`config.mk`:
```
export PLATFORM = sky130hd
export DESIGN_NAME = inverter_output_option_regs
export DESIGN_NICKNAME = d
export VERILOG_FILES = /design/src/hw/inv_opt_pkg.sv /design/src/hw/channel_output_unit.sv /design/src/hw/inverter_output_option_regs.sv
export SDC_FILE = /design/constraint.sdc
export NUM_CORES = 1
export LEC_CHECK = 0
export ABC_AREA = 1
export BUFFER_PORTS_ARGS = -buffer_cell sky130_fd_sc_hd__buf_2
export CELL_PAD_IN_SITES_DETAIL_PLACEMENT = 1
export CELL_PAD_IN_SITES_GLOBAL_PLACEMENT = 2
export CORE_UTILIZATION = 25
export CTS_CLUSTER_DIAMETER = 150
export DETAILED_ROUTE_END_ITERATION = 8
export PLACE_DENSITY_LB_ADDON = 0.1
export SKIP_CTS_REPAIR_TIMING = 1
export SYNTH_ARGS = -nofsm -noshare
export SYNTH_HDL_FRONTEND = slang
export SYNTH_SLANG_ARGS = --single-unit
```
`constraint.sdc`:
```
create_clock -name mclk -period 1.95 [get_ports mclk]
set_clock_uncertainty 0.2 [all_clocks]
set_input_delay 0.0975 -clock mclk [delete_from_list [all_inputs] [get_ports mclk]]
set_output_delay 0.0975 -clock mclk [all_outputs]
set_load 0.02 [all_outputs]
```
`src/hw/inv_opt_pkg.sv`:
```
// shared constants and types for the inverter output option registers
`default_nettype none

package inv_opt_pkg;

  // ----------------------------------------------------------------
  // sizes
  // ----------------------------------------------------------------
  localparam int CHANNELS = 12; // timer channels served
  localparam int OPT_W = 16; // width of each per-channel option register
  localparam int PER_W = 8; // width of the peripheral enable register
  localparam int ADR_W = 24; // wishbone byte address width
  localparam int IDX_W = 22; // register index width (byte address / 4)

  // ----------------------------------------------------------------
  // register indices, byte address is four times the index
  // ----------------------------------------------------------------
  localparam logic [IDX_W-1:0] IDX_PERIPH_EN = 22'h0f00f2;
  localparam logic [IDX_W-1:0] IDX_TRI_MODE = 22'h0f01e8;
  localparam logic [IDX_W-1:0] IDX_RT_EN = 22'h0f01ea;
  localparam logic [IDX_W-1:0] IDX_RT_BUF = 22'h0f01ec;

  // ----------------------------------------------------------------
  // field positions and reset values
  // ----------------------------------------------------------------
  localparam int PER_TIMER_BIT = 0; // timer array clock enable
  localparam int PER_INV_BIT = 1; // inverter option clock enable
  localparam logic [PER_W-1:0] PER_RESET = 8'h00;
  localparam logic [PER_W-1:0] PER_USED_MASK = 8'h03;
  localparam logic [OPT_W-1:0] OPT_RESET = 16'h0000;
  localparam logic [OPT_W-1:0] OPT_USED_MASK = 16'h0fff;

  // ----------------------------------------------------------------
  // bus slave states
  // ----------------------------------------------------------------
  typedef enum logic [1:0]
  {
    BUS_IDLE = 2'b01,
    BUS_ACK = 2'b10
  } bus_state_t;

endpackage

`default_nettype wire

```
`src/hw/channel_output_unit.sv`:
```
// set/reset output latch of one channel in combination operation
`timescale 1ns/1ps
`default_nettype none

module channel_output_unit
  import inv_opt_pkg::*;
(
  input wire logic mclk,
  input wire logic rst,
  input wire logic ce,
  input wire logic clear, // option block held in reset
  input wire logic tri_mode, // triangle mode bit as programmed
  input wire logic gate, // combination output is active
  input wire logic master_irq, // interrupt request of the master channel
  input wire logic own_irq, // interrupt request of this channel
  input wire logic count_down, // this channel counts down
  output logic state_r // latched output level
);

  // ----------------------------------------------------------------
  // event decode
  // ----------------------------------------------------------------
  logic applied_r; // mode in force, taken over at each set or reset
  logic set_ev; // output set request
  logic clr_ev; // output reset request

  // triangle: down-count request sets, up-count request resets
  assign set_ev = applied_r ? (own_irq & count_down) : master_irq;
  assign clr_ev = applied_r ? (own_irq & ~count_down) : own_irq;

  // ----------------------------------------------------------------
  // output latch, set wins when both arrive together
  // ----------------------------------------------------------------
  always_ff @(posedge mclk)
  begin
    if (rst || (ce && clear))
    begin
      state_r <= 1'b0;
      applied_r <= 1'b0;
    end
    else if (ce && gate && (set_ev || clr_ev))
    begin
      // new mode only takes hold at a set or reset edge
      state_r <= set_ev;
      applied_r <= tri_mode;
    end
  end

  // ----------------------------------------------------------------
  // checks
  // ----------------------------------------------------------------
  set_on_event_a: assert property (@(posedge mclk) disable iff (rst)
    (ce && !clear && gate && set_ev) |=> state_r)
    else $error("output not set on set event");

  reset_on_event_a: assert property (@(posedge mclk) disable iff (rst)
    (ce && !clear && gate && clr_ev && !set_ev) |=> !state_r)
    else $error("output not reset on reset event");

endmodule

`default_nettype wire

```
`src/hw/inverter_output_option_regs.sv`:
```
// clock gating and real-time/triangle output option registers, wishbone
// Notes on behaviour
// - clock off: writes ignored, reads give defaults
// - reset clears enable register, both clocks off
// - timer clock off: stopped, locked, in reset
// - option clock off: stopped, locked, in reset
// - triangle bit acts only in combination mode
// - new triangle mode applies at next set or reset event
// - mode 0: master request sets, own resets
// - mode 1: down request sets, up resets
// - real-time enable bit starts or stops output
// - real-time enabled, modulation off: pin follows buffer bit
// - real-time disabled: buffer has no effect
// - real-time enabled, modulation on: pin follows buffer and timer
// - reset clears triangle, enable, buffer registers
//
// Our own choice: the Wishbone slave port.
`timescale 1ns/1ps
`default_nettype none

module inverter_output_option_regs
  import inv_opt_pkg::*;
#(
  parameter int NCH = CHANNELS // number of channels
)
(
  input wire logic mclk,
  input wire logic rst,
  input wire logic ce, // freezes all state while low
  // wishbone classic slave
  input wire logic wb_cyc_i,
  input wire logic wb_stb_i,
  input wire logic wb_we_i,
  input wire logic [ADR_W-1:0] wb_adr_i,
  input wire logic [3:0] wb_sel_i,
  input wire logic [31:0] wb_dat_i,
  output logic [31:0] wb_dat_o,
  output logic wb_ack_o,
  // timer array side, same clock
  input wire logic [NCH-1:0] channel_run_status,
  input wire logic [NCH-1:0] channel_output_enable,
  input wire logic [NCH-1:0] combination_mode_bit,
  input wire logic [NCH-1:0] modulation_enable_bit,
  input wire logic [NCH-1:0] channel_interrupt_request,
  input wire logic [NCH-1:0] count_down,
  input wire logic [NCH-1:0] timer_output,
  // outputs
  output logic [NCH-1:0] channel_output_pin,
  output logic timer_array_clock_en,
  output logic inverter_option_clock_en,
  output logic timer_array_reset,
  output logic inverter_option_reset
);

  // ----------------------------------------------------------------
  // decode helpers
  // ----------------------------------------------------------------

  // merge a 16-bit write under byte enables
  function automatic logic [OPT_W-1:0] merge16(
    input logic [OPT_W-1:0] old,
    input logic [31:0] dat,
    input logic [3:0] sel
  );
    logic [OPT_W-1:0] res;
    res = old;
    if (sel[0])
      res[7:0] = dat[7:0];
    if (sel[1])
      res[15:8] = dat[15:8];
    return res & OPT_USED_MASK;
  endfunction

  // true when the address selects the given register index
  function automatic logic hit(
    input logic [ADR_W-1:0] adr,
    input logic [IDX_W-1:0] idx
  );
    return adr[ADR_W-1:2] == idx;
  endfunction

  // ----------------------------------------------------------------
  // registers and wires
  // ----------------------------------------------------------------
  bus_state_t bus_r; // bus slave state
  logic [PER_W-1:0] per_r; // peripheral clock enable register
  logic [OPT_W-1:0] tri_r; // triangle wave mode
  logic [OPT_W-1:0] tre_r; // real-time output enable
  logic [OPT_W-1:0] tro_r; // real-time output buffer
  logic req; // request present
  logic wr_take; // write takes effect this edge
  logic timer_on; // timer array clock supplied
  logic inv_on; // option clock supplied
  logic running; // any channel counting
  logic [31:0] rd_nxt; // read data for the next answer
  logic [NCH-1:0] latch_q; // latched combination levels
  logic [NCH-1:0] gate; // combination output in force
  logic [NCH-1:0] comb; // level before real-time selection
  logic [NCH-1:0] pin_nxt; // next pin levels

  assign req = wb_cyc_i && wb_stb_i;
  assign wr_take = ce && wb_ack_o && req && wb_we_i;
  assign timer_on = per_r[PER_TIMER_BIT];
  assign inv_on = per_r[PER_INV_BIT];
  assign running = |channel_run_status;

  // ----------------------------------------------------------------
  // bus handshake: ack one cycle after the request, for one cycle
  // ----------------------------------------------------------------
  always_ff @(posedge mclk)
  begin
    if (rst)
    begin
      bus_r <= BUS_IDLE;
      wb_ack_o <= 1'b0;
    end
    else if (ce)
    begin
      case (bus_r)
        BUS_IDLE:
        begin
          // answer every request, mapped or not
          if (req)
          begin
            bus_r <= BUS_ACK;
            wb_ack_o <= 1'b1;
          end
        end
        BUS_ACK:
        begin
          // drop ack, back to idle at once, a held request is answered again
          bus_r <= BUS_IDLE;
          wb_ack_o <= 1'b0;
        end
        default:
        begin
          bus_r <= BUS_IDLE;
          wb_ack_o <= 1'b0;
        end
      endcase
    end
  end

  // ----------------------------------------------------------------
  // read mux, option registers read zero while their clock is off
  // ----------------------------------------------------------------
  always_comb
  begin
    rd_nxt = 32'h0000_0000;
    if (hit(wb_adr_i, IDX_PERIPH_EN))
      rd_nxt[PER_W-1:0] = per_r;
    else if (hit(wb_adr_i, IDX_TRI_MODE))
      rd_nxt[OPT_W-1:0] = inv_on ? tri_r : OPT_RESET;
    else if (hit(wb_adr_i, IDX_RT_EN))
      rd_nxt[OPT_W-1:0] = inv_on ? tre_r : OPT_RESET;
    else if (hit(wb_adr_i, IDX_RT_BUF))
      rd_nxt[OPT_W-1:0] = inv_on ? tro_r : OPT_RESET;
  end

  // read data is captured together with the rise of ack
  always_ff @(posedge mclk)
  begin
    if (rst)
      wb_dat_o <= 32'h0000_0000;
    else if (ce && bus_r == BUS_IDLE && req)
      wb_dat_o <= rd_nxt;
  end

  // ----------------------------------------------------------------
  // peripheral clock enable register, always writable
  // ----------------------------------------------------------------
  always_ff @(posedge mclk)
  begin
    if (rst)
      per_r <= PER_RESET;
    else if (wr_take && wb_sel_i[0] && hit(wb_adr_i, IDX_PERIPH_EN))
      per_r <= wb_dat_i[PER_W-1:0] & PER_USED_MASK;
  end

  // ----------------------------------------------------------------
  // option registers: cleared and locked while the option clock is off
  // ----------------------------------------------------------------
  always_ff @(posedge mclk)
  begin
    if (rst)
    begin
      tri_r <= OPT_RESET;
      tre_r <= OPT_RESET;
      tro_r <= OPT_RESET;
    end
    else if (ce && !inv_on)
    begin
      // option block in reset, writes ignored
      tri_r <= OPT_RESET;
      tre_r <= OPT_RESET;
      tro_r <= OPT_RESET;
    end
    else if (wr_take)
    begin
      // mode registers stay fixed while any channel runs
      if (hit(wb_adr_i, IDX_TRI_MODE) && !running)
        tri_r <= merge16(tri_r, wb_dat_i, wb_sel_i);
      if (hit(wb_adr_i, IDX_RT_EN) && !running)
        tre_r <= merge16(tre_r, wb_dat_i, wb_sel_i);
      if (hit(wb_adr_i, IDX_RT_BUF))
        tro_r <= merge16(tro_r, wb_dat_i, wb_sel_i);
    end
  end

  // ----------------------------------------------------------------
  // clock gating and reset outputs
  // ----------------------------------------------------------------
  always_ff @(posedge mclk)
  begin
    if (rst)
    begin
      timer_array_clock_en <= 1'b0;
      inverter_option_clock_en <= 1'b0;
      timer_array_reset <= 1'b1;
      inverter_option_reset <= 1'b1;
    end
    else if (ce)
    begin
      timer_array_clock_en <= timer_on;
      inverter_option_clock_en <= inv_on;
      timer_array_reset <= !timer_on;
      inverter_option_reset <= !inv_on;
    end
  end

  // ----------------------------------------------------------------
  // per-channel output latches; odd slaves follow the even master
  // ----------------------------------------------------------------
  genvar k;
  generate
    for (k = 0; k < NCH; k++)
    begin : g_ch
      // combination only when enabled, and real-time and modulation agree
      assign gate[k] = channel_output_enable[k] && combination_mode_bit[k]
        && (tre_r[k] == modulation_enable_bit[k]);

      channel_output_unit u_unit (
        .mclk(mclk),
        .rst(rst),
        .ce(ce),
        .clear(!inv_on),
        .tri_mode(tri_r[k]),
        .gate(gate[k]),
        .master_irq(channel_interrupt_request[k - (k % 2)]),
        .own_irq(channel_interrupt_request[k]),
        .count_down(count_down[k]),
        .state_r(latch_q[k])
      );

      // latch level in combination mode, else the plain timer output
      assign comb[k] = gate[k] ? latch_q[k] : timer_output[k];

      // real-time: buffer alone, or buffer modulated by timer level
      assign pin_nxt[k] = !tre_r[k] ? comb[k]
        : (modulation_enable_bit[k] ? (comb[k] & tro_r[k])
        : tro_r[k]);
    end
  endgenerate

  // ----------------------------------------------------------------
  // output pins, low while the timer array is held in reset
  // ----------------------------------------------------------------
  always_ff @(posedge mclk)
  begin
    if (rst)
      channel_output_pin <= '0;
    else if (ce)
      channel_output_pin <= timer_on ? pin_nxt : '0;
  end

  // ----------------------------------------------------------------
  // checks
  // ----------------------------------------------------------------
  ack_single_a: assert property (@(posedge mclk) disable iff (rst)
    wb_ack_o |=> !wb_ack_o)
    else $error("ack held longer than one cycle");

  ack_follows_req_a: assert property (@(posedge mclk) disable iff (rst)
    (ce && req && !wb_ack_o && bus_r == BUS_IDLE) |=> wb_ack_o)
    else $error("request not answered next cycle");

  opt_cleared_a: assert property (@(posedge mclk) disable iff (rst)
    (ce && !inv_on) |=> (tri_r == OPT_RESET && tre_r == OPT_RESET
      && tro_r == OPT_RESET))
    else $error("option registers not cleared with clock off");

  read_default_a: assert property (@(posedge mclk) disable iff (rst)
    (ce && bus_r == BUS_IDLE && req && !wb_we_i && !inv_on
      && !hit(wb_adr_i, IDX_PERIPH_EN)) |=> wb_dat_o == 32'h0000_0000)
    else $error("read with clock off not default");

  timer_reset_a: assert property (@(posedge mclk) disable iff (rst)
    (ce && !timer_on) |=> (timer_array_reset && channel_output_pin == '0))
    else $error("timer array not held in reset");

  rt_drive_a: assert property (@(posedge mclk) disable iff (rst)
    (ce && timer_on) |=> ((channel_output_pin ^ $past(tro_r[NCH-1:0]))
      & $past(tre_r[NCH-1:0] & ~modulation_enable_bit)) == '0)
    else $error("pin does not follow real-time buffer");

  rt_no_effect_a: assert property (@(posedge mclk) disable iff (rst)
    (ce && timer_on) |=> ((channel_output_pin ^ $past(comb))
      & ~$past(tre_r[NCH-1:0])) == '0)
    else $error("real-time buffer leaks into disabled channel");

  run_lock_a: assert property (@(posedge mclk) disable iff (rst)
    (wr_take && running && inv_on && hit(wb_adr_i, IDX_TRI_MODE))
      |=> tri_r == $past(tri_r))
    else $error("triangle mode changed while running");

  reserved_zero_a: assert property (@(posedge mclk) disable iff (rst)
    ((tri_r | tre_r | tro_r) & ~OPT_USED_MASK) == '0)
    else $error("reserved option bits set");

endmodule

`default_nettype wire
```
# Word-level counts from Yosys, hierarchy flattened

Cells that the tools add are included.

Output and inout bits: 49
Flip-flop bits (word level): 97
Word-level logic and storage cells: 262

Reduce and logical (&&, ||, !) cells: 84
Equality and inequality tests: 18
Bitwise logic cells: 48
Multiplexer cells: 73

Operator list:

| cell                 | count |
|---|---|
| $eq 22x20->1 const B | 4 |
| $mux 1               | 62 |
| $mux 12              | 5 |
| $logic_and 1x1->1    | 59 |
| $and 1x1->1          | 36 |
| $mux 16              | 2 |
| $reduce_and 3->1     | 6 |
| $mux 8               | 2 |
| $logic_or 1x1->1     | 13 |
| $eq 1x1->1           | 12 |
| $not 1->1            | 12 |
| $reduce_or 12->1     | 1 |
| $mux 2               | 2 |
| $logic_not 1->1      | 3 |
| $eq 2x1->1 const B   | 1 |
| $ne 2x2->1 const B   | 1 |
| $reduce_and 2->1     | 1 |
| $reduce_or 2->1      | 1 |

# Depth between registers and ports, before layout

Depth in word-level cells: 7
Mapped depth: 11
Gate-level depth less buffers: 10

# By module

Synthesis repeated with hierarchy kept, for this count alone.

Cells, all modules: 823
Area total of the unflattened synthesis: 5227.5 µm²

Modules (own cells, without submodules):

| module                      | times used | cells an instance | area an instance (µm²) | seq. area each (µm²) |
|---|---|---|---|---|
| inverter_output_option_regs | 1          | 595               | 3771.1                 | 1361.3 |
| channel_output_unit         | 12         | 19                | 121.4                  | 40.0 |

# Worst setup path before layout

OpenSTA, ideal clock, no wires.

Kind: register to register
Start: register wb_ack_o (netlist name)
End: register wb_dat_o[10]
Clock period less this slack: 1582 ps
Library setup time: 68 ps
Arrival time: 1314 ps
Stages on the path, launching flop included: 8
Slack: 368 ps
Cells stage by stage: dfxtp_1 nor2_1 inv_1 nor2_1 inv_1 clkbuf_1 nand2_1 a21oi_2

RTL lines:

| element                | line                               | source |
|---|---|---|
| end signal: assignment | inverter_output_option_regs.sv:166 | `wb_dat_o <= rd_nxt;` |
| end: declaration       | inverter_output_option_regs.sv:37  | `output logic [31:0] wb_dat_o,` |

# Final worst setup path

Start: register bus_r[0]
End: register wb_dat_o[8]

Longest elaborated chain between the ends: 3

RTL lines:

| element                         | line                               | source |
|---|---|---|
| start: declaration              | inverter_output_option_regs.sv:85  | `bus_state_t bus_r;` |
| start signal: assignment        | inverter_output_option_regs.sv:114 | `bus_r <= BUS_IDLE;` |
| start signal: assignment        | inverter_output_option_regs.sv:125 | `bus_r <= BUS_ACK;` |
| start signal: assignment        | inverter_output_option_regs.sv:132 | `bus_r <= BUS_IDLE;` |
| $eq 2x1->1                      | inverter_output_option_regs.sv:165 | `else if (ce && bus_r == BUS_IDLE && req)` |
| $logic_and 1x1->1 (2 in series) | inverter_output_option_regs.sv:165 |  |

No other way between the ends.
A chain may end at the register's enable or synchronous reset.

==> key figures <==
Cells and area
  • Area growth, synth to finish: 34.3%
  • Most frequent cells in the layout: 154 x buf_2, 104 x nand2_1, 94 x nor2_1
  • Antenna diode instance count: 0
  • Non-filler cells, final: 1,108
  • # fillers: 2,377
  • Final instance area: 6380 um2
  • Most common cell after layout, fill and taps aside: buf_2
  • Layout cell share with drive strength beyond 1: 26.4%
  • Final core occ: 34.2%
  • Final net count: 1,020

Yosys
  • Flops & latches, synth: 92
  • Gate Count Post-Synth: 676
  • Top_reg_cell synth: dfxtp_1
  • Largest cells by area after synthesis: dfxtp_1 39%, nand2_1 8.2%, nor2_1 7.4%
  • FFs w/ async S/R, synth: 0%
  • Synth cell types: 39
  • Yosys top cell area share: 38.7%
  • Sequential area share after synthesis: 38.7%
  • Synth Area per Inst: 7.03 um2
  • Area leader, netlist: dfxtp_1
  • Mapped Area: 4750 um2
  • EDFF count, synth: 0
  • Synthesis Warnings: 0

Placement
  • PortBufs: 154
  • GP Congestion: 0.756
  • HPWL Detailed: 13.0 mm
  • Area after DPL: 5760 um2
  • Pre-CTS setup slack: 0.0863 ns
  • Cells after DPL: 1,060

Routing
  • DRC viols: 0
  • Total Wirelength: 16.9 mm
  • Via count: 5,147
  • Wire per inst: 15.3 um
  • Antenna-violating nets left: 0
  • Vias/cell: 4.65
  • DRT iter0 DRCs: 147
  • Initial DRT Pass Iterations: 4

Clock network
  • Clk Latency, worst-skew pair: 0.35 ns
  • CTS clk-pin slew, worst paths: 0.07 ns
  • H-tree depth: 3
  • CTS tree: yes
  • CTS sink count: 92
  • CTS buffer count: 9
  • CTS root buffer: clkbuf_16
  • Max Root-Sink Buffers: 2

Timing
  • Final Max Slew Viols: 0
  • Final hold vios: 17
  • Rel. slew slack: 49.2%
  • Setup_tns: 0 ns
  • Hold WS: -0.0575 ns
  • Final Setup Violations: 0
  • RSZ-0062 raised after global routing: no
  • PnR worst setup slack: 0.177 ns
  • Final min period: 1.77 ns
  • Tcrit/Tclk final: 90.9%
  • Worst-Margin Slew: 0.762 ns
  • Fmax: 0.564 GHz

Floorplanning
  • # IOs: 199
  • Core Region: 18,600 um2
  • Initial Util: 25.5%
  • Die height: 140 um
  • Die area: 19,600 um2
  • Row count: 50
  • Die X: 140 um

Power
  • Pint: 3.11 mW
  • Comb pwr share: 10.8%
  • Flop pwr share: 45.9%
  • NetSw: 1.01 mW
  • Clock power frac: 43.2%
  • VDD IR max: 0.000389 V
  • PD cells: 646 nW/um2
  • Power after layout: 4.12 mW
  • Sw Share: 24.6%
  • Pleak: 2.88 nW

Setup path
  • Worst path slowest cell: nand3_2
  • Critical path launch point: bus_r[0]
  • CP Data Arrival Time: 1.85 ns
  • WS Path Type: reg2reg
  • CP dominant cell by count: nor2_1
  • Critical Path RT: 2.03 ns
  • Crit path max fanout: 10
  • Worst setup EP type: flip-flop
  • Element type at the critical path start: flip-flop
  • R2r startpoint: bus_r[0]
  • Crit-path max cell delay: 0.33 ns
  • CP Cell Sequence: inv_1 > nor2_1 > inv_1 > nor2_1 > nand3_2 > nor2_1 > nand2_1 > a21oi_1

Global route
  • Largest net degree at the start of global routing: 25
  • GRT Util Overall: 17.7%
  • Vias in the first global route: 5,210
  • Gr ovfl total: 0
  • Initial antenna violation count: 0
  • First-pass GRT wire length: 26.8 mm

Job
  • Max_cap viols: 0

Run status
  • Violated checks: negative hold slack
  • Status: complete, but fails checks

Worst hold path
  • Hold WC Path Type: in2reg
  • HP Start: channel_interrupt_request[4]
state kept, by name, summed over array words and instances, names as in the netlist:
name,flops
tri_r,12
tro_r,12
tre_r,12
g_ch.u_unit.state_r,12
inverter_option_reset,1
timer_array_clock_en,1
g_ch.u_unit.applied_r,12
wb_ack_o,1
inverter_option_clock_en,1
wb_dat_o,12
channel_output_pin,12
timer_array_reset,1
bus_r,1
per_r,2
critical path, delay by kind of cell, from the launching register on:
family / cells / cell delay (ns)
buffers and inverters: 2 / 0.10
and+or+nand+nor: 5 / 0.97
AOI/OAI and AO/OA: 1 / 0.12
DFF: 1 / 0.31
logic make-up (layout without fill, tap and decap cells):
| logic type | Yosys count | count (layout) | synth area share [%] |
|---|---|---|---|
| simple gates | 303 | 303 | 30.1 |
| buf+inv | 124 | 303 | 12.4 |
| compound gates | 156 | 156 | 18.7 |
| flops | 92 | 92 | 38.7 |
| other cells | 1 | 20 | 0.0789 |
synthesized netlist by cell type, types with 2 or more instances:
cell      count
a21oi_1      66
nor2_2        2
nand4_1      15
buf_4        22
inv_2         7
nand2_2       5
nor3_1       28
buf_2         6
o21ai_2       2
nand3_4       2
buf_1         2
o21ai_0      48
nor2_4        5
nand3b_1      8
a31o_2        4
inv_1        74
clkbuf_1      7
dfxtp_1      92
a21oi_2       8
a31oi_1       6
nor2_1       94
nand2_1     104
buf_6         4
o211ai_1     10
nand3_1      33
o21ai_1       5
nand3_2       4
a211oi_1      2
power groups by stage:
stage / combinational, mW / sequential (mW) / clock [mW]
floorplan: 0.216 / 1.94 / 0
global placement: 0.394 / 1.94 / 0
detailed placement: 0.402 / 1.94 / 0
CTS: 0.402 / 1.89 / 1.85
global route: 0.499 / 1.89 / 1.93
finish: 0.447 / 1.89 / 1.78
cell type report:
cell class | count | area, um2 | share of cell area, %
clock buffers | 11 | 243 | 3.80
clock inverters | 4 | 48.8 | 0.764
inverters | 82 | 309 | 4.84
multi-input cells | 479 | 2410 | 37.7
flip-flops and latches | 92 | 1840 | 28.8
well taps | 234 | 293 | 4.59
repair buffers | 206 | 1240 | 19.5
per-layer routing:
layer,up-vias,routed length [um],global-route usage (%)
li1,2603,-,-
met1,2422,7950,22.4
met2,106,8160,30.9
met3,16,608,2.74
met4,0,223,5.61
met5,-,0,0
worst paths after layout:
| check | to | slack (ns) | cells past startpoint |
|---|---|---|---|
| hold reg to reg | g_ch[10].u_unit.state_r | 0.23 | 1 |
| setup / recovery | wb_dat_o[8] | 0.18 | 8 |
| setup reg to reg | wb_dat_o[8] | 0.18 | 8 |
| hold / removal | g_ch[4].u_unit.applied_r | -0.06 | 4 |
(Power assumes the default switching activity.)
